===== config.mk =====
export PLATFORM = sky130hd
export DESIGN_NAME = modulo_timer
export DESIGN_NICKNAME = d
export VERILOG_FILES = /design/src/verilog/modulo_timer_pkg.sv /design/src/verilog/modulo_timer.sv
export SDC_FILE = /design/constraint.sdc
export NUM_CORES = 1
export LEC_CHECK = 0
export ABC_CLOCK_PERIOD_IN_PS = 4400
export BUFFER_PORTS_ARGS = -buffer_cell sky130_fd_sc_hd__buf_2
export CAP_MARGIN = 20
export CORE_MARGIN = 2
export CORE_UTILIZATION = 30
export DETAILED_ROUTE_END_ITERATION = 10
export PLACE_DENSITY_LB_ADDON = 0.3
export SYNTH_ARGS = -nofsm -noshare
export SYNTH_HDL_FRONTEND = slang
export SYNTH_SLANG_ARGS = --single-unit

===== constraint.sdc =====
create_clock -name pclk -period 4.4 [get_ports pclk]
set_input_delay 0.44 -clock pclk [delete_from_list [all_inputs] [get_ports pclk]]
set_output_delay 0.44 -clock pclk [all_outputs]
set_load 0.05 [all_outputs]

===== src/verilog/modulo_timer_pkg.sv =====
// package: register map, field layout, reset values and encodings of the modulo timer
package modulo_timer_pkg;

  // register byte offsets on the apb word grid
  localparam logic [7:0] OFS_STATUS_CONTROL = 8'h00;
  localparam logic [7:0] OFS_CLOCK_CONFIG   = 8'h04;
  localparam logic [7:0] OFS_COUNT_HIGH     = 8'h08;
  localparam logic [7:0] OFS_COUNT_LOW      = 8'h0c;
  localparam logic [7:0] OFS_MODULO_HIGH    = 8'h10;
  localparam logic [7:0] OFS_MODULO_LOW     = 8'h14;
  localparam logic [7:0] OFS_SOFT_RESET     = 8'h18;

  // status/control bit positions
  localparam int unsigned SC_FLAG_BIT = 7;
  localparam int unsigned SC_IE_BIT   = 6;
  localparam int unsigned SC_TRST_BIT = 5;
  localparam int unsigned SC_STOP_BIT = 4;
  // clock config field positions
  localparam int unsigned CFG_CLOCK_SOURCE_SELECT_LSB = 4;
  localparam int unsigned CFG_PS_LSB   = 0;
  // software reset trigger bit
  localparam int unsigned SOFT_RESET_BIT = 0;

  // reset values and limits
  localparam logic [15:0] COUNT_RESET  = 16'h0000;
  localparam logic [15:0] MODULO_RESET = 16'h0000;
  localparam logic [15:0] COUNT_MAX    = 16'hffff;
  localparam logic [3:0]  PS_RESET     = 4'h0;
  localparam logic [3:0]  PS_MAX       = 4'h8;
  localparam logic        STOP_RESET   = 1'b1;

  typedef enum logic [1:0] {
    SRC_BUS      = 2'b00,
    SRC_FIXED    = 2'b01,
    SRC_PIN_FALL = 2'b10,
    SRC_PIN_RISE = 2'b11
  } clk_src_t;

  localparam clk_src_t CLOCK_SOURCE_SELECT_RESET = SRC_BUS;

  typedef struct packed {
    clk_src_t   clock_source_select;
    logic [3:0] prescale_select;
  } clk_cfg_t;

  typedef struct packed {
    logic hi_seen;
    logic lo_seen;
    logic [7:0] hi_buf;
    logic [7:0] lo_buf;
  } mod_latch_t;

  typedef enum {CLR_IDLE, CLR_ARMED} clr_state_t;

endpackage

===== src/verilog/modulo_timer.sv =====
// modulo_timer: 16-bit prescaled modulo up-counter with apb register access
//
// Function
// - zero modulo means free-running, else modulo
// - modulo bytes buffered until second byte written
// - new modulo applies at next counter cycle
// - first write after chip reset: clear, apply
// - after software reset, completed write applies immediately
// - counter reset restarts modulo byte latching
// - debug halt freezes modulo latch state
// - debug writes go direct, clear counter
// - modulo reads return the active value
// - reset: stopped, zero count/modulo, bus clock, div1
// - four sources: bus, fixed, pin fall, pin rise
// - source change keeps count running
// - prescaler divides by one to 256
// - prescale change keeps count running
// - count up to modulo, roll to zero
// - flag sets on modulo-to-zero transition
// - flag clears by status read then zero write
// - overflow between steps restarts clear sequence
// - counter reset also clears the flag
// - interrupt when flag and enable both set
// - source code 00 bus,01 fixed,10 fall,11 rise
// - prescale code n divides by 2**n, max 256
// - stop bit set by reset holds count
`timescale 1ns/100ps
`default_nettype none

module modulo_timer #(
  parameter int unsigned COUNT_WIDTH = 16
) (
  input  wire logic                         pclk,
  input  wire logic                         presetn,
  input  wire logic [7:0]                   paddr,
  input  wire logic                         psel,
  input  wire logic                         penable,
  input  wire logic                         pwrite,
  input  wire logic [31:0]                  pwdata,
  output var  logic [31:0]                  prdata,
  output var  logic                         pready,
  output var  logic                         pslverr,
  input  wire logic                         fixed_frequency_clock,
  input  wire logic                         external_timer_clock_pin,
  input  wire logic                         debug_halt_mode,
  output var  logic                         overflow_irq
);
  import modulo_timer_pkg::*;

  generate
    if (COUNT_WIDTH != 16) begin : g_width_check
      $error("modulo_timer supports only a 16-bit counter");
    end
  endgenerate

  ////////////////////////////////////////////////////////////////////////////
  // apb decode

  logic        xfer_done;
  logic        wr_done;
  logic        rd_done;
  logic        addr_ok;
  logic        wr_sc;
  logic        wr_cfg;
  logic        wr_mh;
  logic        wr_ml;
  logic        rd_sc;
  logic        trst;
  logic        soft_rst;
  logic [31:0] rd_mux;

  logic [15:0] cnt_reg;
  logic [15:0] mod_reg;
  logic [15:0] pend_reg;
  logic        pend_valid_reg;
  logic        imm_chip_reg;
  logic        imm_soft_reg;
  logic        flag_reg;
  logic        ie_reg;
  logic        stop_reg;
  clk_cfg_t    cfg_reg;
  mod_latch_t  latch_reg;
  clr_state_t  clr_state_reg;

  // a transfer completes at the edge where the slave's own pready is seen
  assign xfer_done = psel && penable && pready;
  assign wr_done   = xfer_done && pwrite;
  assign rd_done   = xfer_done && !pwrite;
  assign wr_sc     = wr_done && (paddr == OFS_STATUS_CONTROL);
  assign wr_cfg    = wr_done && (paddr == OFS_CLOCK_CONFIG);
  assign wr_mh     = wr_done && (paddr == OFS_MODULO_HIGH);
  assign wr_ml     = wr_done && (paddr == OFS_MODULO_LOW);
  assign rd_sc     = rd_done && (paddr == OFS_STATUS_CONTROL);
  assign trst      = wr_sc && pwdata[SC_TRST_BIT];
  assign soft_rst  = wr_done && (paddr == OFS_SOFT_RESET) && pwdata[SOFT_RESET_BIT];

  always_comb begin
    addr_ok = 1'b1;
    rd_mux  = 32'h0000_0000;
    case (paddr)
      OFS_STATUS_CONTROL: rd_mux[7:0] = {flag_reg, ie_reg, 1'b0, stop_reg, 4'h0};
      OFS_CLOCK_CONFIG:   rd_mux[7:0] = {2'b00, cfg_reg};
      OFS_COUNT_HIGH:     rd_mux[7:0] = cnt_reg[15:8];
      OFS_COUNT_LOW:      rd_mux[7:0] = cnt_reg[7:0];
      OFS_MODULO_HIGH:    rd_mux[7:0] = mod_reg[15:8];
      OFS_MODULO_LOW:     rd_mux[7:0] = mod_reg[7:0];
      OFS_SOFT_RESET:     rd_mux[7:0] = 8'h00;
      default:            addr_ok = 1'b0;
    endcase
  end

  // one wait state: pready rises in the second access cycle
  always_ff @(posedge pclk or negedge presetn) begin
    if (!presetn) begin
      pready  <= 1'b0;
      pslverr <= 1'b0;
      prdata  <= 32'h0000_0000;
    end else begin
      pready  <= psel && penable && !pready;
      pslverr <= psel && penable && !pready && !addr_ok;
      if (psel && penable && !pready && !pwrite) begin
        prdata <= rd_mux;
      end
    end
  end

  ////////////////////////////////////////////////////////////////////////////
  // control and configuration

  always_ff @(posedge pclk or negedge presetn) begin
    if (!presetn) begin
      stop_reg <= STOP_RESET;
      ie_reg   <= 1'b0;
      cfg_reg  <= '{clock_source_select: CLOCK_SOURCE_SELECT_RESET, prescale_select: PS_RESET};
    end else if (soft_rst) begin
      stop_reg <= STOP_RESET;
      ie_reg   <= 1'b0;
      cfg_reg  <= '{clock_source_select: CLOCK_SOURCE_SELECT_RESET, prescale_select: PS_RESET};
    end else begin
      if (wr_sc) begin
        stop_reg <= pwdata[SC_STOP_BIT];
        ie_reg   <= pwdata[SC_IE_BIT];
      end
      if (wr_cfg) begin
        // counter and prescaler are left alone on a change
        cfg_reg <= clk_cfg_t'(pwdata[CFG_CLOCK_SOURCE_SELECT_LSB+1:CFG_PS_LSB]);
      end
    end
  end

  ////////////////////////////////////////////////////////////////////////////
  // input synchronisers: fixed clock on bit 0, timer pin on bit 1

  logic [1:0] async_in;
  logic [1:0] sync1_reg;
  logic [1:0] sync2_reg;
  logic [1:0] sync3_reg;
  logic [1:0] filt_reg;
  logic [1:0] rise_reg;
  logic [1:0] fall_reg;

  assign async_in = {external_timer_clock_pin, fixed_frequency_clock};

  genvar gi;
  generate
    for (gi = 0; gi < 2; gi++) begin : g_sync
      always_ff @(posedge pclk or negedge presetn) begin
        if (!presetn) begin
          sync1_reg[gi] <= 1'b0;
          sync2_reg[gi] <= 1'b0;
          sync3_reg[gi] <= 1'b0;
          filt_reg[gi]  <= 1'b0;
          rise_reg[gi]  <= 1'b0;
          fall_reg[gi]  <= 1'b0;
        end else begin
          sync1_reg[gi] <= async_in[gi];
          sync2_reg[gi] <= sync1_reg[gi];
          sync3_reg[gi] <= sync2_reg[gi];
          // a level counts only once two stages agree
          if (sync2_reg[gi] == sync3_reg[gi]) begin
            filt_reg[gi] <= sync3_reg[gi];
          end
          rise_reg[gi] <= (sync2_reg[gi] == sync3_reg[gi]) && sync3_reg[gi] && !filt_reg[gi];
          fall_reg[gi] <= (sync2_reg[gi] == sync3_reg[gi]) && !sync3_reg[gi] && filt_reg[gi];
        end
      end
    end
  endgenerate

  ////////////////////////////////////////////////////////////////////////////
  // source select and prescaler

  logic       src_tick;
  logic [3:0] ps_eff;
  logic [8:0] ps_one;
  logic [7:0] ps_mask;
  logic [7:0] presc_reg;
  logic       count_tick;

  always_comb begin
    case (cfg_reg.clock_source_select)
      SRC_BUS:      src_tick = 1'b1;
      SRC_FIXED:    src_tick = rise_reg[0];
      SRC_PIN_FALL: src_tick = fall_reg[1];
      SRC_PIN_RISE: src_tick = rise_reg[1];
      default:      src_tick = 1'b0;
    endcase
  end

  // codes above eight saturate at divide by 256
  assign ps_eff     = (cfg_reg.prescale_select > PS_MAX) ? PS_MAX : cfg_reg.prescale_select;
  assign ps_one     = 9'h001 << ps_eff;
  assign ps_mask    = 8'(ps_one - 9'h001);
  assign count_tick = src_tick && !stop_reg && ((presc_reg & ps_mask) == ps_mask);

  always_ff @(posedge pclk or negedge presetn) begin
    if (!presetn) begin
      presc_reg <= 8'h00;
    end else if (trst) begin
      presc_reg <= 8'h00;
    end else if (src_tick && !stop_reg) begin
      presc_reg <= presc_reg + 8'h01;
    end
  end

  ////////////////////////////////////////////////////////////////////////////
  // modulo write latch

  logic        dbg_wr;
  logic        mod_complete;
  logic [15:0] mod_new;

  assign dbg_wr       = debug_halt_mode && (wr_mh || wr_ml);
  assign mod_complete = !debug_halt_mode && ((wr_mh && latch_reg.lo_seen) || (wr_ml && latch_reg.hi_seen));
  assign mod_new      = {wr_mh ? pwdata[7:0] : latch_reg.hi_buf, wr_ml ? pwdata[7:0] : latch_reg.lo_buf};

  always_ff @(posedge pclk or negedge presetn) begin
    if (!presetn) begin
      latch_reg <= '0;
    end else if (trst || soft_rst) begin
      latch_reg.hi_seen <= 1'b0;
      latch_reg.lo_seen <= 1'b0;
    end else if (!debug_halt_mode) begin
      if (mod_complete) begin
        latch_reg.hi_seen <= 1'b0;
        latch_reg.lo_seen <= 1'b0;
      end else if (wr_mh) begin
        latch_reg.hi_buf  <= pwdata[7:0];
        latch_reg.hi_seen <= 1'b1;
      end else if (wr_ml) begin
        latch_reg.lo_buf  <= pwdata[7:0];
        latch_reg.lo_seen <= 1'b1;
      end
    end
  end

  ////////////////////////////////////////////////////////////////////////////
  // counter and active modulo

  logic [15:0] top;
  logic        at_top;
  logic        wrap_evt;
  logic        imm_apply;

  // zero modulo counts the full range
  assign top       = (mod_reg == MODULO_RESET) ? COUNT_MAX : mod_reg;
  assign at_top    = (cnt_reg == top);
  assign imm_apply = mod_complete && (imm_chip_reg || imm_soft_reg);
  assign wrap_evt  = count_tick && at_top && !trst && !dbg_wr && !imm_apply;

  always_ff @(posedge pclk or negedge presetn) begin
    if (!presetn) begin
      cnt_reg        <= COUNT_RESET;
      mod_reg        <= MODULO_RESET;
      pend_reg       <= MODULO_RESET;
      pend_valid_reg <= 1'b0;
      imm_chip_reg   <= 1'b1;
      imm_soft_reg   <= 1'b0;
    end else if (trst) begin
      cnt_reg        <= COUNT_RESET;
      pend_valid_reg <= 1'b0;
      if (pend_valid_reg) begin
        mod_reg <= pend_reg;
      end
    end else if (dbg_wr) begin
      // halt-mode writes skip the buffer entirely
      cnt_reg <= COUNT_RESET;
      if (wr_mh) begin
        mod_reg[15:8] <= pwdata[7:0];
      end else begin
        mod_reg[7:0] <= pwdata[7:0];
      end
    end else if (imm_apply) begin
      mod_reg        <= mod_new;
      pend_valid_reg <= 1'b0;
      imm_chip_reg   <= 1'b0;
      imm_soft_reg   <= 1'b0;
      if (imm_chip_reg) begin
        cnt_reg <= COUNT_RESET;
      end
    end else begin
      if (soft_rst) begin
        imm_soft_reg <= 1'b1;
      end
      if (mod_complete) begin
        pend_reg       <= mod_new;
        pend_valid_reg <= 1'b1;
      end
      if (wrap_evt) begin
        cnt_reg <= COUNT_RESET;
        // a pending modulo starts with the new counter cycle
        if (mod_complete) begin
          mod_reg        <= mod_new;
          pend_valid_reg <= 1'b0;
        end else if (pend_valid_reg) begin
          mod_reg        <= pend_reg;
          pend_valid_reg <= 1'b0;
        end
      end else if (count_tick) begin
        cnt_reg <= cnt_reg + 16'h0001;
      end
    end
  end

  ////////////////////////////////////////////////////////////////////////////
  // overflow flag and interrupt

  // software must keep enable low while the flag is up; nothing here blocks it
  always_ff @(posedge pclk or negedge presetn) begin
    if (!presetn) begin
      flag_reg      <= 1'b0;
      clr_state_reg <= CLR_IDLE;
    end else if (wrap_evt) begin
      flag_reg      <= 1'b1;
      clr_state_reg <= CLR_IDLE;
    end else if (trst || soft_rst) begin
      flag_reg      <= 1'b0;
      clr_state_reg <= CLR_IDLE;
    end else begin
      case (clr_state_reg)
        CLR_IDLE: begin
          if (rd_sc && flag_reg) begin
            clr_state_reg <= CLR_ARMED;
          end
        end
        CLR_ARMED: begin
          if (wr_sc && !pwdata[SC_FLAG_BIT]) begin
            flag_reg      <= 1'b0;
            clr_state_reg <= CLR_IDLE;
          end
        end
        default: clr_state_reg <= CLR_IDLE;
      endcase
    end
  end

  always_ff @(posedge pclk or negedge presetn) begin
    if (!presetn) begin
      overflow_irq <= 1'b0;
    end else begin
      overflow_irq <= flag_reg && ie_reg;
    end
  end

  logic quiet;
  assign quiet = !trst && !dbg_wr && !imm_apply && !soft_rst;
endmodule

`default_nettype wire


==> results.sh <==
export IMPL_p_total_uw=2439
export IMPL_numPortBuffers=34
export IMPL_path_clk_slew_ps=80
export IMPL_numCtsBuffers=9
export IMPL_coreArea_mm2=0.02036
export IMPL_largest_reg_flops=18
export IMPL_ctsResizeCount=0
export IMPL_critPathLaunchType="flop"
export IMPL_avgSynthCellArea_um2=9.363
export IMPL_synth_edf_count=0
export IMPL_worst_pin_slew_ps=976.5
export IMPL_setup_tns_ps=0
export IMPL_final_nets=742
export IMPL_nFillCells=2123
export IMPL_dpl_worst_slack_ps=1040
export IMPL_seq_area_mm2=0.002730
export IMPL_async_flop_share_pct=100.0
export IMPL_fin_crit_sh_pct=75.34
export IMPL_yosysTopAreaCell="dfrtp_1"
export IMPL_max_slew_margin_pct=33.98
export IMPL_critPathBufInv=0
export IMPL_crit_required_ps=4630
export IMPL_slowest_stage="or4_1"
export IMPL_arrival_ps=3540
export IMPL_drc=0
export IMPL_fmax_ghz=0.3017
export IMPL_htree_num_levels=3
export IMPL_fin_crit_ps=3315
export IMPL_worstSetupPathType="reg2reg"
export IMPL_cts_root_buf="clkbuf_16"
export IMPL_synth_distinct_cells=71
export IMPL_rows=52
export IMPL_route_antenna_remaining_nets=0
export IMPL_place_congestion=0.8599
export IMPL_netlist_area_mm2=0.006282
export IMPL_drive_gt1_share_pct=14.43
export IMPL_fin_ws_ps=1085
export IMPL_overflow=0
export IMPL_dieArea_mm2=0.02211
export IMPL_synthCells=671
export IMPL_cts_tree="yes"
export IMPL_routed_wl_mm=16.97
export IMPL_slew_viol_final=0
export IMPL_min_path_type="in2async"
export IMPL_clock_latency_ps=370
export IMPL_grt_first_pass_wirelength_mm=27.53
export IMPL_cp_top_family="simple AND/OR/NAND/NOR gates"
export IMPL_worst_r2r_cell_count=8
export IMPL_post_cts_buffers=0
export IMPL_multi_input_comb_area_mm2=0.003256
export IMPL_num_vias=5043
export IMPL_p_leak_uw=0.003174
export IMPL_diodes=0
export IMPL_cts_buffer_depth=2
export IMPL_max_stage_delay_ps=570
export IMPL_skew_ps=11.85
export IMPL_final_cells=963
export IMPL_dp_cells=947
export IMPL_dpl_hpwl_mm=12.39
export IMPL_finalSetupViolCount=0
export IMPL_antenna_found_initial=0
export IMPL_maxCapViolCount=0
export IMPL_cp_max_fo=14
export IMPL_ys_flop_type="dfrtp_1"
export IMPL_synth_top_area_share_pct=42.62
export IMPL_cts_hold_fix_buffers=0
export IMPL_syn2layout_area_growth_pct=10.48
export IMPL_cp_cell_sequence="or4_1, ha_1, o22ai_1, a311oi_1, nand3_1, o41a_4, nor2_2, nor2_1"
export IMPL_ys_seq_area_share_pct=43.46
export IMPL_drt_iter0_drc=529
export IMPL_grt_max_degree=44
export IMPL_hold_viol_final=0
export IMPL_worstSetupEndpointType="flop"
export IMPL_ir_worst_vdd_v=0.0001785
export IMPL_dr_pass1_iters=5
export IMPL_synth_area_leaders="dfrtp_1, nand2_1, o21ai_0, mux2i_1, nor2_1"
export IMPL_path_depth=8
export IMPL_drt_vias_per_instance=5.237
export IMPL_grt_pass1_vias=4744
export IMPL_status="complete, no violations"
export IMPL_power_density_mw_per_mm2=351.4
export IMPL_initial_utilization_pct=30.85
export IMPL_synth_warnings=0
export IMPL_wl_per_cell_um=17.62
export IMPL_fp_dieW_um=148.7
export IMPL_cts_sinks=109
export IMPL_die_h_um=148.7
export IMPL_grt_usage_pct=16.14
export IMPL_yosys_register_bits=109
export IMPL_pin_count=83
export IMPL_rsz0062_at_grt="no"
export IMPL_holdWs_ps=57.63
==> final timing paths <==
path	from	endpoint	slack (ps)
worst max-delay path	cfg_reg[0]	cnt_reg[5]	1090
worst min-delay path	presetn	pready	60
worst max register to register	cfg_reg[0]	cnt_reg[5]	1090
worst min register to register	sync1_reg[1]	sync2_reg[1]	350
max in group asynchronous	presetn	pend_reg[1]	3400
min in group pclk	external_timer_clock_pin	sync1_reg[1]	180
==> report_power, final <==
group	internal, uW	switching, uW
Clock	410	447
Combinational	151	229
Sequential	1080	124
==> logic make-up (layout without fill, tap and decap cells) <==
group	Yosys count	count (layout)	synth area share, %
mux	43	43	7.429
simple gates	230	230	18.60
buf+inv	76	75	6.094
other cells	1	24	0.05969
flops	109	109	43.46
fa+ha+maj	6	6	1.195
xor+xnor	31	31	4.322
compound gates	175	175	18.84
==> placed cells by master, fill, tap and decap left out, types with 7 or more instances in the layout <==
master | netlist | final
xnor2_1 | 17 | 17
nor2b_1 | 12 | 12
o22a_1 | 11 | 11
xor2_1 | 14 | 14
a31oi_1 | 14 | 14
buf_4 | 24 | 11
a21oi_1 | 40 | 40
nor4_1 | 8 | 8
conb_1 | 1 | 24
nand3_1 | 19 | 19
buf_2 | 6 | 33
nand2_1 | 67 | 67
clkbuf_16 | 0 | 9
inv_1 | 15 | 15
mux2_2 | 17 | 17
dfrtp_1 | 107 | 107
nor2_1 | 55 | 55
or3_1 | 8 | 8
o21ai_0 | 47 | 47
nand4_1 | 9 | 9
mux2i_1 | 23 | 23
a221oi_1 | 7 | 7
nor3_1 | 10 | 10
==> metal layers <==
metal | share of wire [%] | track usage (%) | vias to the layer above
met1 | 48 | 23.27 | 2466
met3 | 5.4 | 3.436 | 19
met2 | 45 | 24.56 | 148
li1 | - | - | 2410
met5 | 0 | 0 | -
met4 | 1.7 | 4.381 | 0
==> metrics by stage <==
step	utilization [%]	area, um2
CTS	34.08	6940
floorplan	-	6369
global route	34.08	6940
finish	34.08	6940
detailed placement	32.54	6628
global placement	32.54	6628
==> final cells by class <==
class	count	area share (%)
clock inverter	7	1.262
clock buffer	9	3.245
sequential	109	39.34
inverter	15	0.8112
tap	270	4.867
timing repair buffer	44	3.570
multi-input combinational	509	46.91
==> synth_stat cells (9+ instances only) <==
cell        n
nand3_1    19
o21ai_0    47
nor3_1     10
nor2_1     55
dfrtp_1   107
inv_1      15
mux2i_1    23
a21oi_1    40
xnor2_1    17
mux2_2     17
clkbuf_1   29
o22a_1     11
nor2b_1    12
a31oi_1    14
buf_4      24
nand4_1     9
xor2_1     14
nand2_1    67
Note: power is estimated with default switching activity, not from simulation.
